$ cat src/verilog/lfdl_pkg.sv
// Constants shared by the legacy link byte port and its host controller.
// Assumes one clock domain and the framer logic running on that clock.
package lfdl_pkg;
  // Device register offsets, byte addresses on the device port.
  localparam logic [7:0] LFDL_RX_BYTE_ADDR = 8'hc0;
  localparam logic [7:0] LFDL_TX_BYTE_ADDR = 8'hc1;
  localparam logic [7:0] LFDL_MATCH_A_ADDR = 8'hc2;
  localparam logic [7:0] LFDL_MATCH_B_ADDR = 8'hc3;
  localparam logic [7:0] LFDL_STATUS_ADDR = 8'h20;
  localparam logic [7:0] LFDL_MASK_ADDR = 8'h21;
  localparam logic [7:0] LFDL_RX_CTRL2_ADDR = 8'h22;
  localparam logic [7:0] LFDL_TX_CTRL1_ADDR = 8'h23;
  localparam logic [7:0] LFDL_TX_CTRL2_ADDR = 8'h24;
  // Field positions.
  localparam int LFDL_ST_MATCH = 1;
  localparam int LFDL_ST_TX_EMPTY = 2;
  localparam int LFDL_ST_RX_FULL = 3;
  localparam int LFDL_RX_DESTUFF_BIT = 3;
  localparam int LFDL_TX_EXT_FRAME_BIT = 2;
  localparam int LFDL_TX_STUFF_BIT = 5;
  localparam int LFDL_TX_MF_LOAD_BIT = 6;
  // Reset values and run lengths.
  localparam logic [7:0] LFDL_BYTE_RESET = 8'h00;
  localparam logic [7:0] LFDL_STATUS_MASK = 8'h0e;
  localparam logic [2:0] LFDL_STUFF_RUN = 3'h5;
  localparam logic [2:0] LFDL_RUN_SAT = 3'h6;
  localparam logic [2:0] LFDL_LAST_BIT = 3'h7;
  // Host controller own register offsets.
  localparam logic [2:0] LFDLH_ADDR_ADDR = 3'h0;
  localparam logic [2:0] LFDLH_WDATA_ADDR = 3'h1;
  localparam logic [2:0] LFDLH_GO_ADDR = 3'h2;
  localparam logic [2:0] LFDLH_RESULT_ADDR = 3'h3;
  localparam logic [2:0] LFDLH_STATUS_ADDR = 3'h4;
  localparam logic [2:0] LFDLH_MASK_ADDR = 3'h5;
  localparam int LFDLH_ST_DONE = 0;
  localparam int LFDLH_ST_DEV_INT = 1;
  localparam int LFDLH_GO_WRITE = 0;
  localparam int LFDLH_GO_READ = 1;
  // Host access sequencer states.
  typedef enum logic [2:0] {
    LFDLH_IDLE = 3'b001,
    LFDLH_ISSUE = 3'b010,
    LFDLH_CAPTURE = 3'b100
  } lfdlh_state_type;
endpackage : lfdl_pkg
$ cat src/verilog/lfdl_if.sv
// Register port between the host controller and the link byte device.
// Assumes both ends share core_clk; read data follow a read by one cycle.
`timescale 1ns/1ps
interface lfdl_if;
  // Register access driven by the host.
  logic [7:0] addr;
  logic [7:0] wdata;
  logic wr;
  logic rd;
  // Answers driven by the device.
  logic [7:0] rdata;
  logic int_n;
  modport device (input addr, input wdata, input wr, input rd, output rdata, output int_n);
  modport host (output addr, output wdata, output wr, output rd, input rdata, input int_n);
endinterface : lfdl_if

$ cat src/verilog/lfdl_device.sv
// Legacy byte port to the T1 data link or signaling frame bits.
// Assumes the framer gives one strobe per link bit position on core_clk.
//
// Chosen here: the plain strobed port.
`timescale 1ns/1ps
module lfdl_device (
  // Clock and reset.
  input wire logic core_clk,
  input wire logic reset_n,
  // Register port to the host.
  lfdl_if.device bus,
  // Receive bit stream from the framer.
  input wire logic rx_bit,
  input wire logic rx_bit_stb,
  // Transmit bit stream to the framer.
  input wire logic tx_slot_stb,
  input wire logic mf_boundary,
  input wire logic d4_mode,
  input wire logic tx_ext_frame_bit,
  output logic tx_bit
);
  import lfdl_pkg::*;

  // Host-visible registers.
  logic [7:0] rx_byte_r;
  logic [7:0] tx_byte_r;
  logic [7:0] match_a_r;
  logic [7:0] match_b_r;
  logic [7:0] status_r;
  logic [7:0] status_nxt;
  logic [7:0] mask_r;
  logic [7:0] rx_ctrl2_r;
  logic [7:0] tx_ctrl1_r;
  logic [7:0] tx_ctrl2_r;
  logic [7:0] rdata_r;
  // Receive datapath state.
  logic [7:0] rx_shift_r;
  logic [2:0] rx_cnt_r;
  logic [2:0] rx_ones_r;
  // Transmit datapath state.
  logic [7:0] tx_shift_r;
  logic [7:0] tx_hold_r;
  logic [2:0] tx_cnt_r;
  logic [2:0] tx_ones_r;
  logic tx_bit_r;

  // Address decode of the register port.
  wire sel_rx = bus.addr == LFDL_RX_BYTE_ADDR;
  wire sel_tx = bus.addr == LFDL_TX_BYTE_ADDR;
  wire sel_ma = bus.addr == LFDL_MATCH_A_ADDR;
  wire sel_mb = bus.addr == LFDL_MATCH_B_ADDR;
  wire sel_st = bus.addr == LFDL_STATUS_ADDR;
  wire sel_mk = bus.addr == LFDL_MASK_ADDR;
  wire sel_rc2 = bus.addr == LFDL_RX_CTRL2_ADDR;
  wire sel_tc1 = bus.addr == LFDL_TX_CTRL1_ADDR;
  wire sel_tc2 = bus.addr == LFDL_TX_CTRL2_ADDR;

  // Read multiplexer; unmapped addresses read as zero.
  wire [7:0] rd_mux = sel_rx ? rx_byte_r :
                      sel_tx ? tx_byte_r :
                      sel_ma ? match_a_r :
                      sel_mb ? match_b_r :
                      sel_st ? status_r :
                      sel_mk ? mask_r :
                      sel_rc2 ? rx_ctrl2_r :
                      sel_tc1 ? tx_ctrl1_r :
                      sel_tc2 ? tx_ctrl2_r : 8'h00;

  // Receive: a zero right after exactly five ones is a stuffed bit.
  wire destuff_en = rx_ctrl2_r[LFDL_RX_DESTUFF_BIT];
  wire rx_drop = destuff_en && !rx_bit && (rx_ones_r == LFDL_STUFF_RUN);
  wire rx_take = rx_bit_stb && !rx_drop;
  // The new bit enters at the top so the first bit lands in bit 0.
  wire [7:0] rx_next_shift = {rx_bit, rx_shift_r[7:1]};
  wire rx_done = rx_take && (rx_cnt_r == LFDL_LAST_BIT);
  wire rx_match = (rx_next_shift == match_a_r) || (rx_next_shift == match_b_r);

  // Transmit: a stuffed zero goes out in place of the next data bit.
  wire stuff_en = tx_ctrl2_r[LFDL_TX_STUFF_BIT];
  wire tx_stuff = stuff_en && (tx_ones_r == LFDL_STUFF_RUN);
  wire tx_adv = tx_slot_stb && !tx_stuff;
  wire tx_need_load = tx_cnt_r == 3'h0;
  // With multiframe loading only a boundary picks up a fresh byte.
  wire mf_only = tx_ctrl2_r[LFDL_TX_MF_LOAD_BIT];
  wire load_new = !mf_only || mf_boundary;
  // Without a fresh load the last byte is repeated.
  wire [7:0] tx_src = !tx_need_load ? tx_shift_r :
                      load_new ? tx_byte_r : tx_hold_r;
  // External signaling bits apply only in D4 with control bit 2 set.
  wire use_ext = d4_mode && tx_ctrl1_r[LFDL_TX_EXT_FRAME_BIT];
  wire tx_data_bit = use_ext ? tx_ext_frame_bit : tx_src[0];
  wire tx_out = tx_stuff ? 1'b0 : tx_data_bit;
  wire tx_done = tx_adv && (tx_cnt_r == LFDL_LAST_BIT);

  // Status events; a set in the same cycle as a clear wins.
  wire [7:0] st_set = {4'h0, rx_done, tx_done, rx_done && rx_match, 1'b0};
  wire [7:0] st_clr = (bus.wr && sel_st) ? bus.wdata : 8'h00;
  assign status_nxt = ((status_r & ~st_clr) | st_set) & LFDL_STATUS_MASK;

  // Interrupt is low while any unmasked status bit is set.
  assign bus.int_n = ~|(status_r & mask_r);
  assign bus.rdata = rdata_r;
  assign tx_bit = tx_bit_r;

  // Status and read data register.
  always_ff @(posedge core_clk or negedge reset_n) begin
    if (!reset_n) begin
      status_r <= LFDL_BYTE_RESET;
      rdata_r <= LFDL_BYTE_RESET;
    end else begin
      status_r <= status_nxt;
      // Read data stand only in the cycle after the read.
      rdata_r <= bus.rd ? rd_mux : 8'h00;
    end
  end

  // Writable configuration registers.
  always_ff @(posedge core_clk or negedge reset_n) begin
    if (!reset_n) begin
      tx_byte_r <= LFDL_BYTE_RESET;
      match_a_r <= LFDL_BYTE_RESET;
      match_b_r <= LFDL_BYTE_RESET;
      mask_r <= LFDL_BYTE_RESET;
      rx_ctrl2_r <= LFDL_BYTE_RESET;
      tx_ctrl1_r <= LFDL_BYTE_RESET;
      tx_ctrl2_r <= LFDL_BYTE_RESET;
    end else if (bus.wr) begin
      // Only the addressed register takes the write data.
      if (sel_tx) begin
        tx_byte_r <= bus.wdata;
      end
      if (sel_ma) begin
        match_a_r <= bus.wdata;
      end
      if (sel_mb) begin
        match_b_r <= bus.wdata;
      end
      if (sel_mk) begin
        mask_r <= bus.wdata & LFDL_STATUS_MASK;
      end
      if (sel_rc2) begin
        rx_ctrl2_r <= bus.wdata;
      end
      if (sel_tc1) begin
        tx_ctrl1_r <= bus.wdata;
      end
      if (sel_tc2) begin
        tx_ctrl2_r <= bus.wdata;
      end
    end
  end

  // Receive run counter; it saturates so long runs never look like five.
  always_ff @(posedge core_clk or negedge reset_n) begin
    if (!reset_n) begin
      rx_ones_r <= 3'h0;
    end else if (rx_bit_stb) begin
      if (!rx_bit) begin
        rx_ones_r <= 3'h0;
      end else if (rx_ones_r != LFDL_RUN_SAT) begin
        rx_ones_r <= rx_ones_r + 3'h1;
      end
    end
  end

  // Receive assembly; the byte is overwritten every eight bits.
  always_ff @(posedge core_clk or negedge reset_n) begin
    if (!reset_n) begin
      rx_shift_r <= LFDL_BYTE_RESET;
      rx_cnt_r <= 3'h0;
      rx_byte_r <= LFDL_BYTE_RESET;
    end else if (rx_take) begin
      rx_shift_r <= rx_next_shift;
      rx_cnt_r <= rx_cnt_r + 3'h1;
      // A host that is late loses the previous byte here.
      if (rx_done) begin
        rx_byte_r <= rx_next_shift;
      end
    end
  end

  // Transmit run counter counts ones actually sent on the link.
  always_ff @(posedge core_clk or negedge reset_n) begin
    if (!reset_n) begin
      tx_ones_r <= 3'h0;
    end else if (tx_slot_stb) begin
      if (!tx_out) begin
        tx_ones_r <= 3'h0;
      end else if (tx_ones_r != LFDL_RUN_SAT) begin
        tx_ones_r <= tx_ones_r + 3'h1;
      end
    end
  end

  // Transmit serialiser; a stuffed zero holds the data bit back a slot.
  always_ff @(posedge core_clk or negedge reset_n) begin
    if (!reset_n) begin
      tx_shift_r <= LFDL_BYTE_RESET;
      tx_hold_r <= LFDL_BYTE_RESET;
      tx_cnt_r <= 3'h0;
      tx_bit_r <= 1'b0;
    end else if (tx_slot_stb) begin
      tx_bit_r <= tx_out;
      if (tx_adv) begin
        tx_shift_r <= {1'b0, tx_src[7:1]};
        tx_cnt_r <= tx_cnt_r + 3'h1;
        // The hold copy keeps the byte to repeat between boundaries.
        if (tx_need_load) begin
          tx_hold_r <= tx_src;
        end
      end
    end
  end
endmodule : lfdl_device

$ cat src/flat_wrapper.sv
// flat-port wrapper written by rule: the top's interface ports become plain ports
module lfdl_device_flat import lfdl_pkg::*;
  (core_clk, reset_n, rx_bit, rx_bit_stb, tx_slot_stb, mf_boundary, d4_mode, tx_ext_frame_bit, tx_bit, bus_addr, bus_wdata, bus_wr, bus_rd, bus_rdata, bus_int_n);
  lfdl_if bus_i ();
  input wire logic core_clk;
  input wire logic reset_n;
  input wire logic rx_bit;
  input wire logic rx_bit_stb;
  input wire logic tx_slot_stb;
  input wire logic mf_boundary;
  input wire logic d4_mode;
  input wire logic tx_ext_frame_bit;
  output logic tx_bit;
  input wire logic [$bits(bus_i.addr)-1:0] bus_addr;
  input wire logic [$bits(bus_i.wdata)-1:0] bus_wdata;
  input wire logic [$bits(bus_i.wr)-1:0] bus_wr;
  input wire logic [$bits(bus_i.rd)-1:0] bus_rd;
  output wire logic [$bits(bus_i.rdata)-1:0] bus_rdata;
  output wire logic [$bits(bus_i.int_n)-1:0] bus_int_n;
  assign bus_i.addr = bus_addr;
  assign bus_i.wdata = bus_wdata;
  assign bus_i.wr = bus_wr;
  assign bus_i.rd = bus_rd;
  assign bus_rdata = bus_i.rdata;
  assign bus_int_n = bus_i.int_n;
  lfdl_device u_core (.core_clk(core_clk), .reset_n(reset_n), .bus(bus_i), .rx_bit(rx_bit), .rx_bit_stb(rx_bit_stb), .tx_slot_stb(tx_slot_stb), .mf_boundary(mf_boundary), .d4_mode(d4_mode), .tx_ext_frame_bit(tx_ext_frame_bit), .tx_bit(tx_bit));
endmodule
$ cat config.mk
export PLATFORM = sky130hd
export DESIGN_NAME = lfdl_device_flat
export DESIGN_NICKNAME = d
export VERILOG_FILES = /design/src/verilog/lfdl_pkg.sv /design/src/verilog/lfdl_if.sv /design/src/verilog/lfdl_device.sv /design/src/flat_wrapper.sv
export SDC_FILE = /design/constraint.sdc
export NUM_CORES = 1
export LEC_CHECK = 0
export BUFFER_PORTS_ARGS = -buffer_cell sky130_fd_sc_hd__buf_2
export CAP_MARGIN = 20
export CORE_AREA = 2 2 98 100
export CTS_CLUSTER_DIAMETER = 30
export DETAILED_ROUTE_END_ITERATION = 10
export DIE_AREA = 0 0 100 102
export PLACE_DENSITY = 0.83
export SYNTH_ARGS = -nofsm -noshare
export SYNTH_HDL_FRONTEND = slang
export SYNTH_SLANG_ARGS = --single-unit
$ cat constraint.sdc
create_clock -name core_clk -period 3.2 [get_ports core_clk]
set_input_delay 0.16 -clock core_clk [delete_from_list [all_inputs] [get_ports core_clk]]
set_output_delay 0.16 -clock core_clk [all_outputs]
set_load 0.05 [all_outputs]
==> reports/qor.yml <==
status: "complete, no violations"
pwr-share-comb_pct: 19.8
clkLatencyLatePin_ns: 0.37
ys_types: 58
cts-resized-gates: 0
crit_path_end_kind: "flop"
leakage_uw: 0.00277
p_int_uw: 2100
antenna_cells: 0
hold_buffers: 1
detailroute.via_count: 3778
setup-tns-final_ns: 0
cts.sinks: 105
cp_max_fo: 14
syn_inst: 463
core_sq_um: 9110
die-area_sq_um: 10200
first_iter_violations: 199
clockBufferDepth: 2
synth_warnings: 0
r2r-start: "u_core.tx_cnt_r[0]$_DFFE_PN0P_"
final_cell_mix: "dfrtp_1 (105), mux2_2 (79), o21ai_0 (42)"
cts_tree: "yes"
pwr_density_cell_nw_per_um2: 536
drive_gt1_share_pct: 29.1
gp_congestion: 0.924
arrival_ns: 2.37
drt-total-wl_mm: 11.7
grt_overflow: 0
wl_per_cell_um: 19.3
syn_nets: 500
synth_area_sq_um: 5320
clkPwrFrac_pct: 25.5
r2r-end: "u_core.tx_ones_r[0]$_DFFE_PN0P_"
viasPerCell: 6.23
num_rows: 35
synthFlopType: "dfrtp_1"
synth-async-reset-ratio_pct: 100
syn_to_final_growth_pct: 8.19
initial_core_util_pct: 58.4
die_height_um: 102
rsz0062_at_grt: "no"
synth_edf_count: 0
max_slew.worst_pin.slew_ns: 0.711
mostFrequentLayoutCell: "dfrtp_1"
ir_worst_vdd_uv: 387
portBuffers: 35
dr.pass1.iters: 5
critical_path.startpoint_type: "flop"
pin_count: 36
p_switching_uw: 977
p_seq_share_pct: 54.7
crit_path_start: "u_core.tx_cnt_r[0]$_DFFE_PN0P_"
drc: 0
grt_pass1_wl_mm: 18.8
maxSlewViolCount: 0
setup_ws_ns: 1.13
cts.clk_slew.worst_paths_ns: 0.11
swShare_pct: 31.7
hpwl_mm: 8.57
fin_cells: 606
critPathKind: "reg -> reg"
grt_pass1_vias: 3822
whs_ns: 0.0604
hold_viol_final: 0
ff2ff_setup_slack_ns: 1.13
yosys_register_bits: 105
reg2reg_depth: 7
hp-class: "in -> reg"
synth_area_per_cell_sq_um: 11.5
dieWidth_um: 100
fmax_ghz: 0.484
finalCriticalPeriod_ns: 2.07
ant_nets: 0
cts_root_buffer: "clkbuf_8"
required_ns: 3.50
fin_skew_ns: 0.00771
grt_max_degree: 55
antenna_found_initial: 0
period_share_pct: 64.6
setup_violations: 0
synth.yosys.seq_area_share_pct: 49.4
crit_end: "u_core.tx_ones_r[0]$_DFFE_PN0P_"
max_slew_margin_pct: 52.5
grt_usage_pct: 24.0
htreeDepth: 3
pre_cts_slack_ns: 1.12
finalNetCount: 527
numCtsBuffers: 9
dp.cells: 589
maxCapViolCount: 0
cts_setup_buffers: 0
-- registers in the layout (all words and copies together), names as in the netlist --
name,flops
u_core.bus.rdata,8
u_core.mask_r,3
u_core.match_a_r,8
u_core.match_b_r,8
u_core.rx_byte_r,8
u_core.rx_cnt_r,3
u_core.rx_ctrl2_r,8
u_core.rx_ones_r,3
u_core.rx_shift_r,7
u_core.status_r,3
u_core.tx_bit,1
u_core.tx_byte_r,8
u_core.tx_cnt_r,3
u_core.tx_ctrl1_r,8
u_core.tx_ctrl2_r,8
u_core.tx_hold_r,8
u_core.tx_ones_r,3
u_core.tx_shift_r,7
-- cells in the mapped netlist, drive strengths merged (4+ instances only) --
cell type / count / area (sq um)
dfrtp: 105 / 2630
mux2: 80 / 901
o21ai: 42 / 210
nand2: 33 / 124
a21oi: 24 / 120
nor2: 16 / 76.3
xor2: 16 / 140
inv: 14 / 52.6
buf: 12 / 65.1
ha: 11 / 138
nand3: 11 / 67.6
clkbuf: 9 / 33.8
mux2i: 8 / 80.1
nand2b: 7 / 43.8
nor3: 7 / 45.0
nor4: 6 / 52.6
nand4: 5 / 61.3
nor2b: 4 / 25.0
o211a: 4 / 40.0
o221a: 4 / 45.0
-- worst max-delay path, cell delays in order (launching register included) --
cell and delay [ns]:
dfrtp_1 0.40, inv_1 0.07, ha_1 0.21, nand2b_1 0.36, a211oi_1 0.09, o21ai_0 0.46
a41oi_1 0.23, mux2i_1 0.18
-- logic make-up (layout without fill, tap and decap cells) --
family	count (synthesis)	after routing	share of synthesized area, %
flip-flops	105	105	49.4
AND/OR/NAND/NOR	104	104	11.7
AO/OA/AOI/OAI	102	102	12.0
multiplexers	88	88	18.4
buffers and inverters	35	67	2.85
XOR/XNOR	18	18	2.96
adder cells (fa/ha/maj)	11	11	2.59
-- power groups by stage --
| stage | sequential, uW | clock (uW) | combinational, uW |
|---|---|---|---|
| 5_1_grt | 1700 | 846 | 686 |
| 4_1_cts | 1680 | 800 | 615 |
| 2_1_floorplan | 1670 | 0 | 441 |
| 3_5_place_dp | 1710 | 0 | 612 |
| 3_3_place_gp | 1690 | 0 | 573 |
| 6_report | 1680 | 787 | 611 |
-- per-layer routing --
metal | up-vias | share of wire, % | global-route usage [%]
li1 | 1739 | - | -
met3 | 27 | 4.9 | 5.27
met4 | 0 | 2.5 | 8.11
met5 | - | 0 | 0
met2 | 107 | 49 | 41.3
met1 | 1905 | 43 | 30.3
-- worst min-delay path by stage --
stage                     from                               end  slack (ns)  cells after the start
floorplan              reset_n     u_core.bus.rdata[0]$_DFF_PN0_       -0.14                      0
global placement       reset_n  u_core.tx_shift_r[4]$_DFFE_PN0P_        0.24                      1
detailed placement     reset_n  u_core.tx_shift_r[5]$_DFFE_PN0P_        0.25                      1
CTS                 rx_bit_stb   u_core.rx_ones_r[2]$_DFFE_PN0P_        0.04                      2
global route        rx_bit_stb   u_core.rx_ones_r[2]$_DFFE_PN0P_        0.07                      2
finish              rx_bit_stb   u_core.rx_ones_r[2]$_DFFE_PN0P_        0.06                      2
-- through the flow --
step | area, sq um | total power [uW] | util (%)
5_1_grt | 5750 | 3240 | 63.2
3_5_place_dp | 5560 | 2320 | 61.0
2_1_floorplan | 5320 | 2110 | -
3_3_place_gp | 5560 | 2260 | 61.0
4_1_cts | 5750 | 3090 | 63.2
6_report | 5750 | 3080 | 63.2
-- cell type report --
cell class	count	area, sq um
clock buffers	9	124
repair buffers	37	208
flip-flops and latches	105	2630
fillers	705	3360
well taps	111	139
clock inverters	7	63.8
multi-input cells	323	2540
inverters	14	52.6
(Power assumes the default switching activity.)
